### config.mk
export PLATFORM = sky130hd
export DESIGN_NAME = flash_cmd_seq
export DESIGN_NICKNAME = d
export VERILOG_FILES = /design/src/pkg/flash_pkg.sv /design/src/pkg/flash_clkdiv_if.sv /design/src/hw/flash_cmd_seq.sv /design/src/hw/flash_clkdiv.sv
export SDC_FILE = /design/constraint.sdc
export NUM_CORES = 1
export LEC_CHECK = 0
export ABC_AREA = 0
export BUFFER_PORTS_ARGS = -buffer_cell sky130_fd_sc_hd__buf_2
export CORE_MARGIN = 2
export CORE_UTILIZATION = 61
export CTS_BUF_LIST = sky130_fd_sc_hd__clkbuf_4
export DETAILED_ROUTE_END_ITERATION = 16
export GPL_TIMING_DRIVEN = 0
export PLACE_DENSITY = 0.84
export SKIP_LAST_GASP = 1
export SYNTH_ARGS = -nofsm -noshare
export SYNTH_HDL_FRONTEND = slang
export SYNTH_HIERARCHICAL = 1
export SYNTH_SLANG_ARGS = --single-unit
export TNS_END_PERCENT = 100
### constraint.sdc
create_clock -name clk_i -period 8.41 [get_ports clk_i]
set_clock_uncertainty 0.05 [all_clocks]
set_input_delay 0.4205 -clock clk_i [delete_from_list [all_inputs] [get_ports clk_i]]
set_output_delay 0.4205 -clock clk_i [all_outputs]
set_load 0.02 [all_outputs]
### src/pkg/flash_pkg.sv
// constants shared by the flash command sequencer and its clock divider
// assumes a single bus clock domain and a 16-bit register port
`default_nettype none
package flash_pkg;

    localparam int          REG_ADDR_W       = 3;
    localparam int          REG_DATA_W       = 16;

    // register offsets on the plain register port
    localparam logic [2:0]  OFF_CLKDIV       = 3'h0;
    localparam logic [2:0]  OFF_CMD_INDEX    = 3'h1;
    localparam logic [2:0]  OFF_CMD_DATA     = 3'h2;
    localparam logic [2:0]  OFF_STATUS       = 3'h3;

    // nvm_status_register fields
    localparam int          COMPLETE_BIT     = 7;
    localparam int          ACCESS_ERR_BIT   = 5;
    localparam int          PVIOL_BIT        = 4;
    localparam int          OP_STATUS1_BIT   = 1;
    localparam int          OP_STATUS0_BIT   = 0;

    // flash_clock_divider fields
    localparam int          DIV_LOADED_BIT   = 7;
    localparam int          DIV_LOCK_BIT     = 6;
    localparam int          DIV_VALUE_W      = 6;
    localparam logic [7:0]  CLKDIV_RESET     = 8'h00;

    // command words
    localparam int          CMD_WORDS        = 6;
    localparam logic [7:0]  CMD_ERASE_VERIFY = 8'h03;
    localparam logic [7:0]  CMD_READ_ONCE    = 8'h04;
    localparam logic [2:0]  EV_LAUNCH_INDEX  = 3'h2;
    localparam logic [2:0]  RO_LAUNCH_INDEX  = 3'h1;
    localparam logic [2:0]  RO_FIRST_RESULT  = 3'h2;
    localparam logic [15:0] RO_LAST_PHRASE   = 16'h0007;

    // array geometry: a phrase is four 16-bit words
    localparam int          PHRASE_WORDS     = 4;
    localparam logic [15:0] ERASED_WORD      = 16'hffff;
    localparam logic [17:0] PFLASH_FIRST     = 18'h28000;
    localparam logic [17:0] PFLASH_LAST      = 18'h3ffff;

    typedef enum logic [1:0] {
        S_IDLE,
        S_CHECK,
        S_READ,
        S_DONE
    } seq_state_t;

endpackage
`default_nettype wire

### src/pkg/flash_clkdiv_if.sv
// carrier between the command sequencer and the flash clock divider
// assumes both ends run on the same bus clock
`timescale 1ns/10ps
`default_nettype none
interface flash_clkdiv_if;
    logic       wr_en;
    logic [7:0] wdata;
    logic [7:0] value;
    logic       tick;

    modport ctrl (output wr_en, output wdata, input value, input tick);
    modport div  (input wr_en, input wdata, output value, output tick);
endinterface
`default_nettype wire

### src/hw/flash_cmd_seq.sv
// flash command sequencer: section erase-verify and read-once commands
// assumes the array answers each read request with a one-cycle ack on the bus clock
//
// Contract
// - erase-verify takes code 03 and addr 17:16, addr 15:0, phrase count.
// - clearing the complete flag launches the blank check; flag sets when done.
// - a blank check failure sets both array status bits.
// - access error if command word index is not 010 at erase-verify launch.
// - access error if erase-verify is not available in the current mode.
// - access error if the 18-bit start address is invalid.
// - access error if the start address is not phrase aligned.
// - access error if the section crosses the program flash boundary.
// - status bit 1 sets on any read error or blank failure.
// - status bit 0 sets only on uncorrectable error or blank failure.
// - read-once reads a 64-byte, 8-phrase field in the information register.
// - read-once takes code 04, phrase index 0 to 7; returns words 010..101.
// - divider loaded bit reads 0 until a write after reset, then 1.
// - lock bit freezes divider value; only reset clears it.
// - divider value divides the bus clock down to the 1 MHz timebase.
// - a phrase is four aligned 16-bit words, eight bytes.
`timescale 1ns/10ps
`default_nettype none
module flash_cmd_seq #(
    parameter logic [17:0] PFLASH_FIRST = flash_pkg::PFLASH_FIRST,
    parameter logic [17:0] PFLASH_LAST  = flash_pkg::PFLASH_LAST
) (
    input  wire logic                                 clk_i,
    input  wire logic                                 rst_n_i,
    input  wire logic [flash_pkg::REG_ADDR_W-1:0]     reg_addr_i,
    input  wire logic [flash_pkg::REG_DATA_W-1:0]     reg_wdata_i,
    input  wire logic                                 reg_wr_i,
    input  wire logic                                 reg_rd_i,
    output logic      [flash_pkg::REG_DATA_W-1:0]     reg_rdata_o,
    input  wire logic                                 mode_allows_verify_i,
    output logic                                      array_req_o,
    output logic                                      array_ifr_o,
    output logic      [17:0]                          array_addr_o,
    input  wire logic [15:0]                          array_rdata_i,
    input  wire logic                                 array_ack_i,
    input  wire logic                                 array_ecc_single_i,
    input  wire logic                                 array_ecc_double_i,
    output logic                                      timebase_tick_o
);
    if (PFLASH_LAST < PFLASH_FIRST || PFLASH_FIRST[2:0] != 3'h0) begin : g_bad_range
        $error("program flash range must be ordered and phrase aligned");
    end

    flash_clkdiv_if div_if ();

    flash_clkdiv u_clkdiv (
        .clk_i   (clk_i),
        .rst_n_i (rst_n_i),
        .bus     (div_if.div)
    );

    flash_pkg::seq_state_t state;
    logic [15:0]            cmd_word [flash_pkg::CMD_WORDS];
    logic [2:0]             command_word_index;
    logic                   command_complete_flag;
    logic                   access_error_flag;
    logic                   protection_violation_flag;
    logic [1:0]             array_op_status;
    logic [17:0]            words_left;

    logic                   status_wr;
    logic                   launch;
    logic [7:0]             cmd_code;
    logic                   is_verify;
    logic                   is_read_once;
    logic [17:0]            ev_start;
    logic [19:0]            ev_end;
    logic                   check_err;
    logic                   blank_fail;
    logic                   word_ack;
    logic [2:0]             result_index;

    assign status_wr    = reg_wr_i && reg_addr_i == flash_pkg::OFF_STATUS;
    assign launch       = status_wr && reg_wdata_i[flash_pkg::COMPLETE_BIT] && command_complete_flag;
    assign cmd_code     = cmd_word[0][15:8];
    assign is_verify    = cmd_code == flash_pkg::CMD_ERASE_VERIFY;
    assign is_read_once = cmd_code == flash_pkg::CMD_READ_ONCE;
    assign ev_start     = {cmd_word[0][1:0], cmd_word[1]};
    assign ev_end       = {2'b00, ev_start} + {1'b0, cmd_word[2], 3'b000};
    assign word_ack     = state == flash_pkg::S_READ && array_ack_i;
    assign blank_fail   = word_ack && is_verify && array_rdata_i != flash_pkg::ERASED_WORD;
    assign result_index = flash_pkg::RO_FIRST_RESULT + {1'b0, array_addr_o[2:1]};

    // launch-time checks; any hit ends the command without touching the array
    always_comb begin
        check_err = 1'b0;
        if (!div_if.value[flash_pkg::DIV_LOADED_BIT]) begin
            check_err = 1'b1;
        end
        if (is_verify) begin
            if (command_word_index != flash_pkg::EV_LAUNCH_INDEX) begin
                check_err = 1'b1;
            end
            if (!mode_allows_verify_i) begin
                check_err = 1'b1;
            end
            if (ev_start < PFLASH_FIRST || ev_start > PFLASH_LAST) begin
                check_err = 1'b1;
            end
            if (ev_start[2:0] != 3'h0) begin
                check_err = 1'b1;
            end
            if (ev_end > ({2'b00, PFLASH_LAST} + 20'h00001)) begin
                check_err = 1'b1;
            end
        end else if (is_read_once) begin
            if (command_word_index != flash_pkg::RO_LAUNCH_INDEX ||
                cmd_word[1] > flash_pkg::RO_LAST_PHRASE) begin
                check_err = 1'b1;
            end
        end else begin
            check_err = 1'b1;
        end
    end

    // command word index register
    always_ff @(posedge clk_i) begin
        if (!rst_n_i) begin
            command_word_index <= 3'h0;
        end else if (reg_wr_i && reg_addr_i == flash_pkg::OFF_CMD_INDEX && command_complete_flag) begin
            command_word_index <= reg_wdata_i[2:0];
        end
    end

    // command word storage: bus writes while idle, read-once results while busy
    always_ff @(posedge clk_i) begin
        if (!rst_n_i) begin
            for (int i = 0; i < flash_pkg::CMD_WORDS; i++) begin
                cmd_word[i] <= 16'h0000;
            end
        end else if (reg_wr_i && reg_addr_i == flash_pkg::OFF_CMD_DATA && command_complete_flag) begin
            if (command_word_index < 3'(flash_pkg::CMD_WORDS)) begin
                cmd_word[command_word_index] <= reg_wdata_i;
            end
        end else if (word_ack && is_read_once) begin
            cmd_word[result_index] <= array_rdata_i;
        end
    end

    // status flags; a hardware set in the same cycle as a software clear wins
    always_ff @(posedge clk_i) begin
        if (!rst_n_i) begin
            command_complete_flag     <= 1'b1;
            access_error_flag         <= 1'b0;
            protection_violation_flag <= 1'b0;
            array_op_status           <= 2'b00;
        end else begin
            if (status_wr && reg_wdata_i[flash_pkg::ACCESS_ERR_BIT]) begin
                access_error_flag <= 1'b0;
            end
            if (status_wr && reg_wdata_i[flash_pkg::PVIOL_BIT]) begin
                protection_violation_flag <= 1'b0;
            end
            if (launch) begin
                command_complete_flag <= 1'b0;
                array_op_status       <= 2'b00;
            end
            if (state == flash_pkg::S_CHECK && check_err) begin
                access_error_flag     <= 1'b1;
                command_complete_flag <= 1'b1;
            end
            if (word_ack && (array_ecc_single_i || array_ecc_double_i || blank_fail)) begin
                array_op_status[flash_pkg::OP_STATUS1_BIT] <= 1'b1;
            end
            if (word_ack && (array_ecc_double_i || blank_fail)) begin
                array_op_status[flash_pkg::OP_STATUS0_BIT] <= 1'b1;
            end
            if (state == flash_pkg::S_DONE) begin
                command_complete_flag <= 1'b1;
            end
        end
    end

    // sequencer: check, walk the array word by word, then complete
    always_ff @(posedge clk_i) begin
        if (!rst_n_i) begin
            state        <= flash_pkg::S_IDLE;
            array_req_o  <= 1'b0;
            array_ifr_o  <= 1'b0;
            array_addr_o <= 18'h00000;
            words_left   <= 18'h00000;
        end else begin
            case (state)
                flash_pkg::S_IDLE: begin
                    if (launch) begin
                        state <= flash_pkg::S_CHECK;
                    end
                end
                flash_pkg::S_CHECK: begin
                    if (check_err) begin
                        state <= flash_pkg::S_IDLE;
                    end else if (is_verify) begin
                        array_addr_o <= ev_start;
                        array_ifr_o  <= 1'b0;
                        words_left   <= {cmd_word[2], 2'b00};
                        array_req_o  <= cmd_word[2] != 16'h0000;
                        state        <= (cmd_word[2] != 16'h0000) ? flash_pkg::S_READ : flash_pkg::S_DONE;
                    end else begin
                        array_addr_o <= {12'h000, cmd_word[1][2:0], 3'b000};
                        array_ifr_o  <= 1'b1;
                        words_left   <= 18'(flash_pkg::PHRASE_WORDS);
                        array_req_o  <= 1'b1;
                        state        <= flash_pkg::S_READ;
                    end
                end
                flash_pkg::S_READ: begin
                    if (array_ack_i) begin
                        if (words_left == 18'h00001) begin
                            array_req_o <= 1'b0;
                            array_ifr_o <= 1'b0;
                            state       <= flash_pkg::S_DONE;
                        end else begin
                            array_addr_o <= array_addr_o + 18'h00002;
                        end
                        words_left <= words_left - 18'h00001;
                    end
                end
                flash_pkg::S_DONE: begin
                    state <= flash_pkg::S_IDLE;
                end
                default: begin
                    state <= flash_pkg::S_IDLE;
                end
            endcase
        end
    end

    // divider register writes go through; the host keeps them out of busy periods
    assign div_if.wr_en = reg_wr_i && reg_addr_i == flash_pkg::OFF_CLKDIV;
    assign div_if.wdata = reg_wdata_i[7:0];

    always_ff @(posedge clk_i) begin
        if (!rst_n_i) begin
            timebase_tick_o <= 1'b0;
        end else begin
            timebase_tick_o <= div_if.tick;
        end
    end

    // read data stands only in the cycle after the read strobe
    always_ff @(posedge clk_i) begin
        if (!rst_n_i) begin
            reg_rdata_o <= 16'h0000;
        end else if (reg_rd_i) begin
            case (reg_addr_i)
                flash_pkg::OFF_CLKDIV:    reg_rdata_o <= {8'h00, div_if.value};
                flash_pkg::OFF_CMD_INDEX: reg_rdata_o <= {13'h0000, command_word_index};
                flash_pkg::OFF_CMD_DATA: begin
                    reg_rdata_o <= (command_word_index < 3'(flash_pkg::CMD_WORDS)) ?
                                   cmd_word[command_word_index] : 16'h0000;
                end
                flash_pkg::OFF_STATUS: begin
                    reg_rdata_o <= {8'h00, command_complete_flag, 1'b0, access_error_flag,
                                    protection_violation_flag, 2'b00, array_op_status};
                end
                default:                  reg_rdata_o <= 16'h0000;
            endcase
        end else begin
            reg_rdata_o <= 16'h0000;
        end
    end
endmodule
`default_nettype wire

### src/hw/flash_clkdiv.sv
// flash clock divider register and the timebase it derives
// assumes writes arrive one cycle long from the register port of the sequencer
`timescale 1ns/10ps
`default_nettype none
module flash_clkdiv (
    input  wire logic       clk_i,
    input  wire logic       rst_n_i,
    flash_clkdiv_if.div     bus
);
    logic                                  divider_loaded;
    logic                                  divider_lock;
    logic [flash_pkg::DIV_VALUE_W-1:0]     divider_value;
    logic [flash_pkg::DIV_VALUE_W-1:0]     count;
    logic                                  tick;

    always_ff @(posedge clk_i) begin
        if (!rst_n_i) begin
            divider_loaded <= flash_pkg::CLKDIV_RESET[flash_pkg::DIV_LOADED_BIT];
            divider_lock   <= flash_pkg::CLKDIV_RESET[flash_pkg::DIV_LOCK_BIT];
            divider_value  <= flash_pkg::CLKDIV_RESET[flash_pkg::DIV_VALUE_W-1:0];
        end else if (bus.wr_en) begin
            divider_loaded <= 1'b1;
            if (bus.wdata[flash_pkg::DIV_LOCK_BIT]) begin
                divider_lock <= 1'b1;
            end
            if (!divider_lock) begin
                divider_value <= bus.wdata[flash_pkg::DIV_VALUE_W-1:0];
            end
        end
    end

    // divide by value plus one to give the timebase enable pulse
    always_ff @(posedge clk_i) begin
        if (!rst_n_i) begin
            count <= '0;
            tick  <= 1'b0;
        end else if (!divider_loaded || count == divider_value) begin
            count <= '0;
            tick  <= divider_loaded;
        end else begin
            count <= count + 1'b1;
            tick  <= 1'b0;
        end
    end

    assign bus.value = {divider_loaded, divider_lock, divider_value};
    assign bus.tick  = tick;
endmodule
`default_nettype wire

# [Word-level counts from Yosys, hierarchy flattened]
# Memory sizes are Yosys's and may differ from the RTL's. A register that Yosys moved wholly into a read port is not among the register bits.
# Index checks and enable logic that the tools add are counted.
[word_totals] ff_bits=79 ramBits=96 in_bits=43 out_inout_bits=37 word_cells=148 mem_count=1
[classes] n_addsub=5 magnitude_cmp=5 eq_ne=18 mux=57 n_bitwise=2 reduce_logical=43
[memory_table] memory="cmd_word" words=6 word_bits=16 rd=4 rd_clocked_by_memory_dff=1 wr=6 line="flash_cmd_seq.sv:57" text="logic [15:0] cmd_word [flash_pkg::CMD_WORDS];"
[op_table] op="18-bit 2-to-1 mux" n=7
[op_table] op="18-bit case mux with 2 select lines" n=2
[op_table] op="16-bit case mux with 4 select lines" n=1
[op_table] op="16-bit 2-to-1 mux" n=3
[op_table] op="1-bit 2-to-1 mux" n=32
[op_table] op="16-bit OR reduction" n=2
[op_table] op="18-bit by 19-bit adder with 20-bit output" n=1
[op_table] op="20-bit by 19-bit greater-than comparator with 1-bit output (second input constant)" n=1
[op_table] op="18-bit by 2-bit adder with 18-bit output (second input constant)" n=1
[op_table] op="18-bit by 1-bit == test with 1-bit output (second input constant)" n=1
[op_table] op="18-bit greater-than comparator (second input constant)" n=1
[op_table] op="18-bit less-than comparator (second input constant)" n=1
[op_table] op="18-bit by 1-bit subtractor with 18-bit output (second input constant)" n=1
[op_table] op="16-bit by 3-bit greater-than comparator with 1-bit output (second input constant)" n=1
[op_table] op="1-bit logical AND" n=16
[op_table] op="16-bit != test (second input constant)" n=1
[op_table] op="16-bit nonzero test" n=1
[op_table] op="3-bit 2-to-1 mux" n=4
[op_table] op="2-bit 2-to-1 mux" n=5
[op_table] op="8-bit by 2-bit == test with 1-bit output (second input constant)" n=1
[op_table] op="8-bit by 3-bit == test with 1-bit output (second input constant)" n=1
[op_table] op="2-bit != test (second input constant)" n=4
[op_table] op="2-bit case mux with 4 select lines" n=1
[op_table] op="2-bit AND reduction" n=4
[op_table] op="23 further kinds" n=37

# [Longest topological paths before layout]
[depth] depth_word=9 depth_mapped=14 ltp_nobuf=11

# [Cells and area by module]
# The synthesis kept the hierarchy.
[modules_own_cells] module="flash_cmd_seq" instances=1 cells_each=958 area_each_um2=10149.7 seq_area_each_um2=5185.0
[modules_own_cells] module="flash_clkdiv" instances=1 cells_each=63 area_each_um2=666.9 seq_area_each_um2=300.3

# [Worst setup path after synthesis]
# OpenSTA, ideal clock, no wires.
[synth_path] path_kind="reg2reg" startpoint="reg state[0]" endpoint="mem cmd_word[5][0] (enable)" setup_time_ns=0.414 arrival_time_ns=3.480 required_time_ns=7.946 path_slack_ns=4.466 path_stages_with_launch=12 path_buffers=3 synth_period_minus_slack_ns=3.944 path_cell_list="dfxtp_1 inv_1 ha_1 clkbuf_1 inv_1 nor2_1 o311ai_0 o21ai_0 nor3_1 clkbuf_1 clkbuf_1 a211oi_1"
[synth_rtl] element="start: declaration" line="flash_cmd_seq.sv:56" text="flash_pkg::seq_state_t state;"
[synth_rtl] element="start signal: assignment" line="flash_cmd_seq.sv:181" text="state <= flash_pkg::S_IDLE;"
[synth_rtl] element="start signal: assignment" line="flash_cmd_seq.sv:190" text="state <= flash_pkg::S_CHECK;"
[synth_rtl] element="start signal: assignment" line="flash_cmd_seq.sv:195" text="state <= flash_pkg::S_IDLE;"
[synth_rtl] element="end: declaration" line="flash_cmd_seq.sv:57"

==> summary.json <==
{
  "crit_family": {"value": "buffers and inverters"},
  "muxShareOfSynthArea": {"value": 0.0990},
  "placeableCoreArea": {"value": 17300, "unit": "um2"},
  "grt_pass1_vias": {"value": 8951},
  "worst-endpoint-arrival": {"value": 5.26, "unit": "ns"},
  "final.period_utilization": {"value": 0.604},
  "setup.reg_to_reg.worst_slack": {"value": 3.33, "unit": "ns"},
  "final-seq-area": {"value": 5490, "unit": "um2"},
  "post_synth.cell_area_avg": {"value": 10.6, "unit": "um2"},
  "grt_first_pass_wirelength": {"value": 48100, "unit": "um"},
  "vdd_ir_drop_max": {"value": 0.149, "unit": "mV"},
  "cts.path.max_buffers": {"value": 3},
  "synth_cell_types": {"value": 72},
  "timing.critical_path.from_type": {"value": "flip-flop"},
  "dieWidth": {"value": 137, "unit": "um"},
  "fin_crit": {"value": 5.08, "unit": "ns"},
  "worst-slew-pin-transition": {"value": 1.08, "unit": "ns"},
  "design.final.nets": {"value": 1253},
  "top_level_ports": {"value": 80},
  "cts_hold_buffers": {"value": 0},
  "power.density": {"value": 184, "unit": "nW/um2"},
  "cells_after_synth": {"value": 1021},
  "ys_seq_area_frac": {"value": 0.507},
  "total_routed_wirelength": {"value": 31100, "unit": "um"},
  "fmax": {"value": 197, "unit": "MHz"},
  "leakage": {"value": 4.62, "unit": "nW"},
  "place.detailed.instances": {"value": 1354},
  "final-max-slew-violation-count": {"value": 0},
  "viasPerCell": {"value": 6.41},
  "cts_inserted_buffers": {"value": 53},
  "cts.htree.levels": {"value": 2},
  "yosys_most_used_dff": {"value": "sky130_fd_sc_hd__edfxtp_1"},
  "grt_overflow_total": {"value": 0},
  "worst_ep_required_time": {"value": 8.59, "unit": "ns"},
  "filler_cell_count": {"value": 1277},
  "run_status": {"value": "completed"},
  "clk_pin_slew_worst_paths": {"value": 0.07, "unit": "ns"},
  "setup_tns": {"value": 0, "unit": "ns"},
  "num_rows": {"value": 48},
  "postRouteAntennaNets": {"value": 0},
  "final_report_hold_violation_count": {"value": 0},
  "buffer_ports.inserted": {"value": 76},
  "wl_per_cell": {"value": 21.4, "unit": "um"},
  "post-layout-total-power": {"value": 2.26, "unit": "mW"},
  "number_of_flops_mapped_to_enable_cells_by_yosys": {"value": 128},
  "asyncSetResetFlopFracSynth": {"value": 0},
  "layout.cells.non_filler": {"value": 1449},
  "synth_top_family_by_area": {"value": "simple AND/OR/NAND/NOR gates"},
  "layout.cells.most_common_list": {"value": "152 x sky130_fd_sc_hd__nor2_1, 128 x sky130_fd_sc_hd__edfxtp_1, 82 x sky130_fd_sc_hd__dfxtp_1"},
  "post-cts-setup-buffers": {"value": 0},
  "cts.sink_count": {"value": 210},
  "crit_fanout": {"value": 16},
  "dp_hpwl": {"value": 22500, "unit": "um"},
  "max_cap_viols": {"value": 0},
  "worst_setup_path_end_kind": {"value": "flip-flop"},
  "drive_gt1_frac": {"value": 0.178},
  "synth-xor-area-share": {"value": 0.0186},
  "drc": {"value": 0},
  "grt_util_all_layers": {"value": 0.339},
  "critical-path-max-stage-delay": {"value": 0.62, "unit": "ns"},
  "grt_setup_unrepaired": {"value": "false"},
  "worstSkewPairLatency": {"value": 0.71, "unit": "ns"},
  "die_area": {"value": 18800, "unit": "um2"},
  "syn2layout_area_growth": {"value": 13.6, "unit": "%"},
  "finalSetupViolations": {"value": 0},
  "combined_area_of_the_multi_input_logic_cells": {"value": 5060, "unit": "um2"},
  "cts_repair_resize_count": {"value": 0},
  "slowest_stage": {"value": "sky130_fd_sc_hd__nand2_1"},
  "final_common_cell": {"value": "sky130_fd_sc_hd__nor2_1"},
  "synth_simple_gate_area_share": {"value": 0.172},
  "grt_max_degree": {"value": 17},
  "min-delay-path-class": {"value": "primary input to flip-flop"},
  "synth-warning-count": {"value": 6},
  "drt_pre_antenna_iters": {"value": 7},
  "globalplace.congestion": {"value": 0.990},
  "drt_iter0_drc": {"value": 1176},
  "synth_adder_area_share": {"value": 0.0308},
  "worstPathCellList": {"value": "inv_1 > ha_1 > clkbuf_1 > inv_1 > nor2_1 > o311ai_0 > o21ai_0 > nor3_1 > clkbuf_1 > a21oi_1 > or2_2 > clkbuf_1 > clkbuf_1 > nand2_1"},
  "die_height": {"value": 137, "unit": "um"},
  "yosys_register_bits": {"value": 210},
  "complex_gate_fraction_of_the_synthesized_area": {"value": 0.136},
  "vias": {"value": 9287},
  "initial_core_util": {"value": 0.625},
  "timing.hold.ws": {"value": 0.0263, "unit": "ns"},
  "cp_common_cell": {"value": "sky130_fd_sc_hd__clkbuf_1"},
  "worst-setup-path-type": {"value": "flip-flop to flip-flop"},
  "worst-path-buf-inv": {"value": 6},
  "ctsRootBufferMaster": {"value": "sky130_fd_sc_hd__clkbuf_4"},
  "clock_tree_from_tritoncts": {"value": "yes"},
  "post_synthesis_cell_area": {"value": 10800, "unit": "um2"},
  "max_slew_margin": {"value": 0.281},
  "grt_antenna_before_repair": {"value": 2}
}
==> worst paths after layout <==
check	cells past startpoint	startpoint	to
setup reg to reg	14	state[0]	cmd_word[3][12]
hold / removal	3	reg_wdata_i[3]	u_clkdiv/divider_value[3]
hold reg to reg	1	u_clkdiv/bus.tick	timebase_tick_o
setup / recovery	14	state[0]	cmd_word[3][12]
==> cells in the mapped netlist, drive strengths merged, types with 25 or more instances <==
| cell type | n | area [um2] |
|---|---|---|
| o21ai | 32 | 164 |
| a21oi | 54 | 278 |
| nor3 | 25 | 125 |
| inv | 36 | 135 |
| clkbuf | 49 | 184 |
| ha | 25 | 313 |
| dfxtp | 82 | 1640 |
| mux2i | 35 | 350 |
| mux4 | 32 | 721 |
| nor2 | 152 | 571 |
| nand3 | 34 | 170 |
| nand2 | 59 | 221 |
| edfxtp | 128 | 3840 |
==> cell type report <==
type,instances,share of cell area
diodes,1,0.000204
plain buffers,65,0.0212
clock buffers,79,0.0483
clock inverters,15,0.00570
inverters,36,0.0110
multi-input cells,741,0.412
flip-flops and latches,210,0.446
well taps,225,0.0229
repair buffers,77,0.0322
==> cell families after synthesis <==
| kind of cell | Yosys count |
|---|---|
| simple gates | 381 |
| compound gates | 212 |
| flops | 210 |
| buf+inv | 101 |
| mux | 67 |
| fa+ha+maj | 26 |
| xor+xnor | 23 |
| other cells | 1 |
==> flip-flops by register name, summed over array words and instances, names as in the netlist, 2 cells and up, named ones only <==
name / count
array_op_status: 2
array_addr_o: 18
reg_rdata_o: 16
u_clkdiv/count: 6
cmd_word: 128
words_left: 18
command_word_index: 3
u_clkdiv/divider_value: 6
==> power breakdown <==
| part | switching [mW] | internal, mW |
|---|---|---|
| logic | 0.154 | 0.0924 |
| registers | 0.0342 | 1.13 |
| clock network | 0.419 | 0.430 |
| total | 0.607 | 1.65 |
==> per-stage QoR <==
stage | setup WS, ns | utilization | cell area [um2]
finish | 3.33 | 0.710 | 12300
global route | 2.89 | 0.710 | 12300
CTS | 3.48 | 0.710 | 12300
detailed placement | 3.48 | 0.672 | 11600
global placement | 2.73 | 0.670 | 11600
floorplan | 4.47 | - | 10900
==> per-layer routing <==
metal	wire length (um)	global-route usage
met1	11500	0.434
met2	14800	0.556
met3	3380	0.0774
met4	1340	0.147
met5	13	0
==> worst reg2reg max path: stages, from the launching register on <==
cell and delay (ns):
sky130_fd_sc_hd__dfxtp_1 0.38, sky130_fd_sc_hd__inv_1 0.16, sky130_fd_sc_hd__ha_1 0.17, sky130_fd_sc_hd__clkbuf_1 0.35, sky130_fd_sc_hd__inv_1 0.26, sky130_fd_sc_hd__nor2_1 0.32
sky130_fd_sc_hd__o311ai_0 0.38, sky130_fd_sc_hd__o21ai_0 0.40, sky130_fd_sc_hd__nor3_1 0.10, sky130_fd_sc_hd__clkbuf_1 0.28, sky130_fd_sc_hd__a21oi_1 0.21, sky130_fd_sc_hd__or2_2 0.14
sky130_fd_sc_hd__clkbuf_1 0.38, sky130_fd_sc_hd__clkbuf_1 0.48, sky130_fd_sc_hd__nand2_1 0.62
Power figures use the tool's default switching activity.
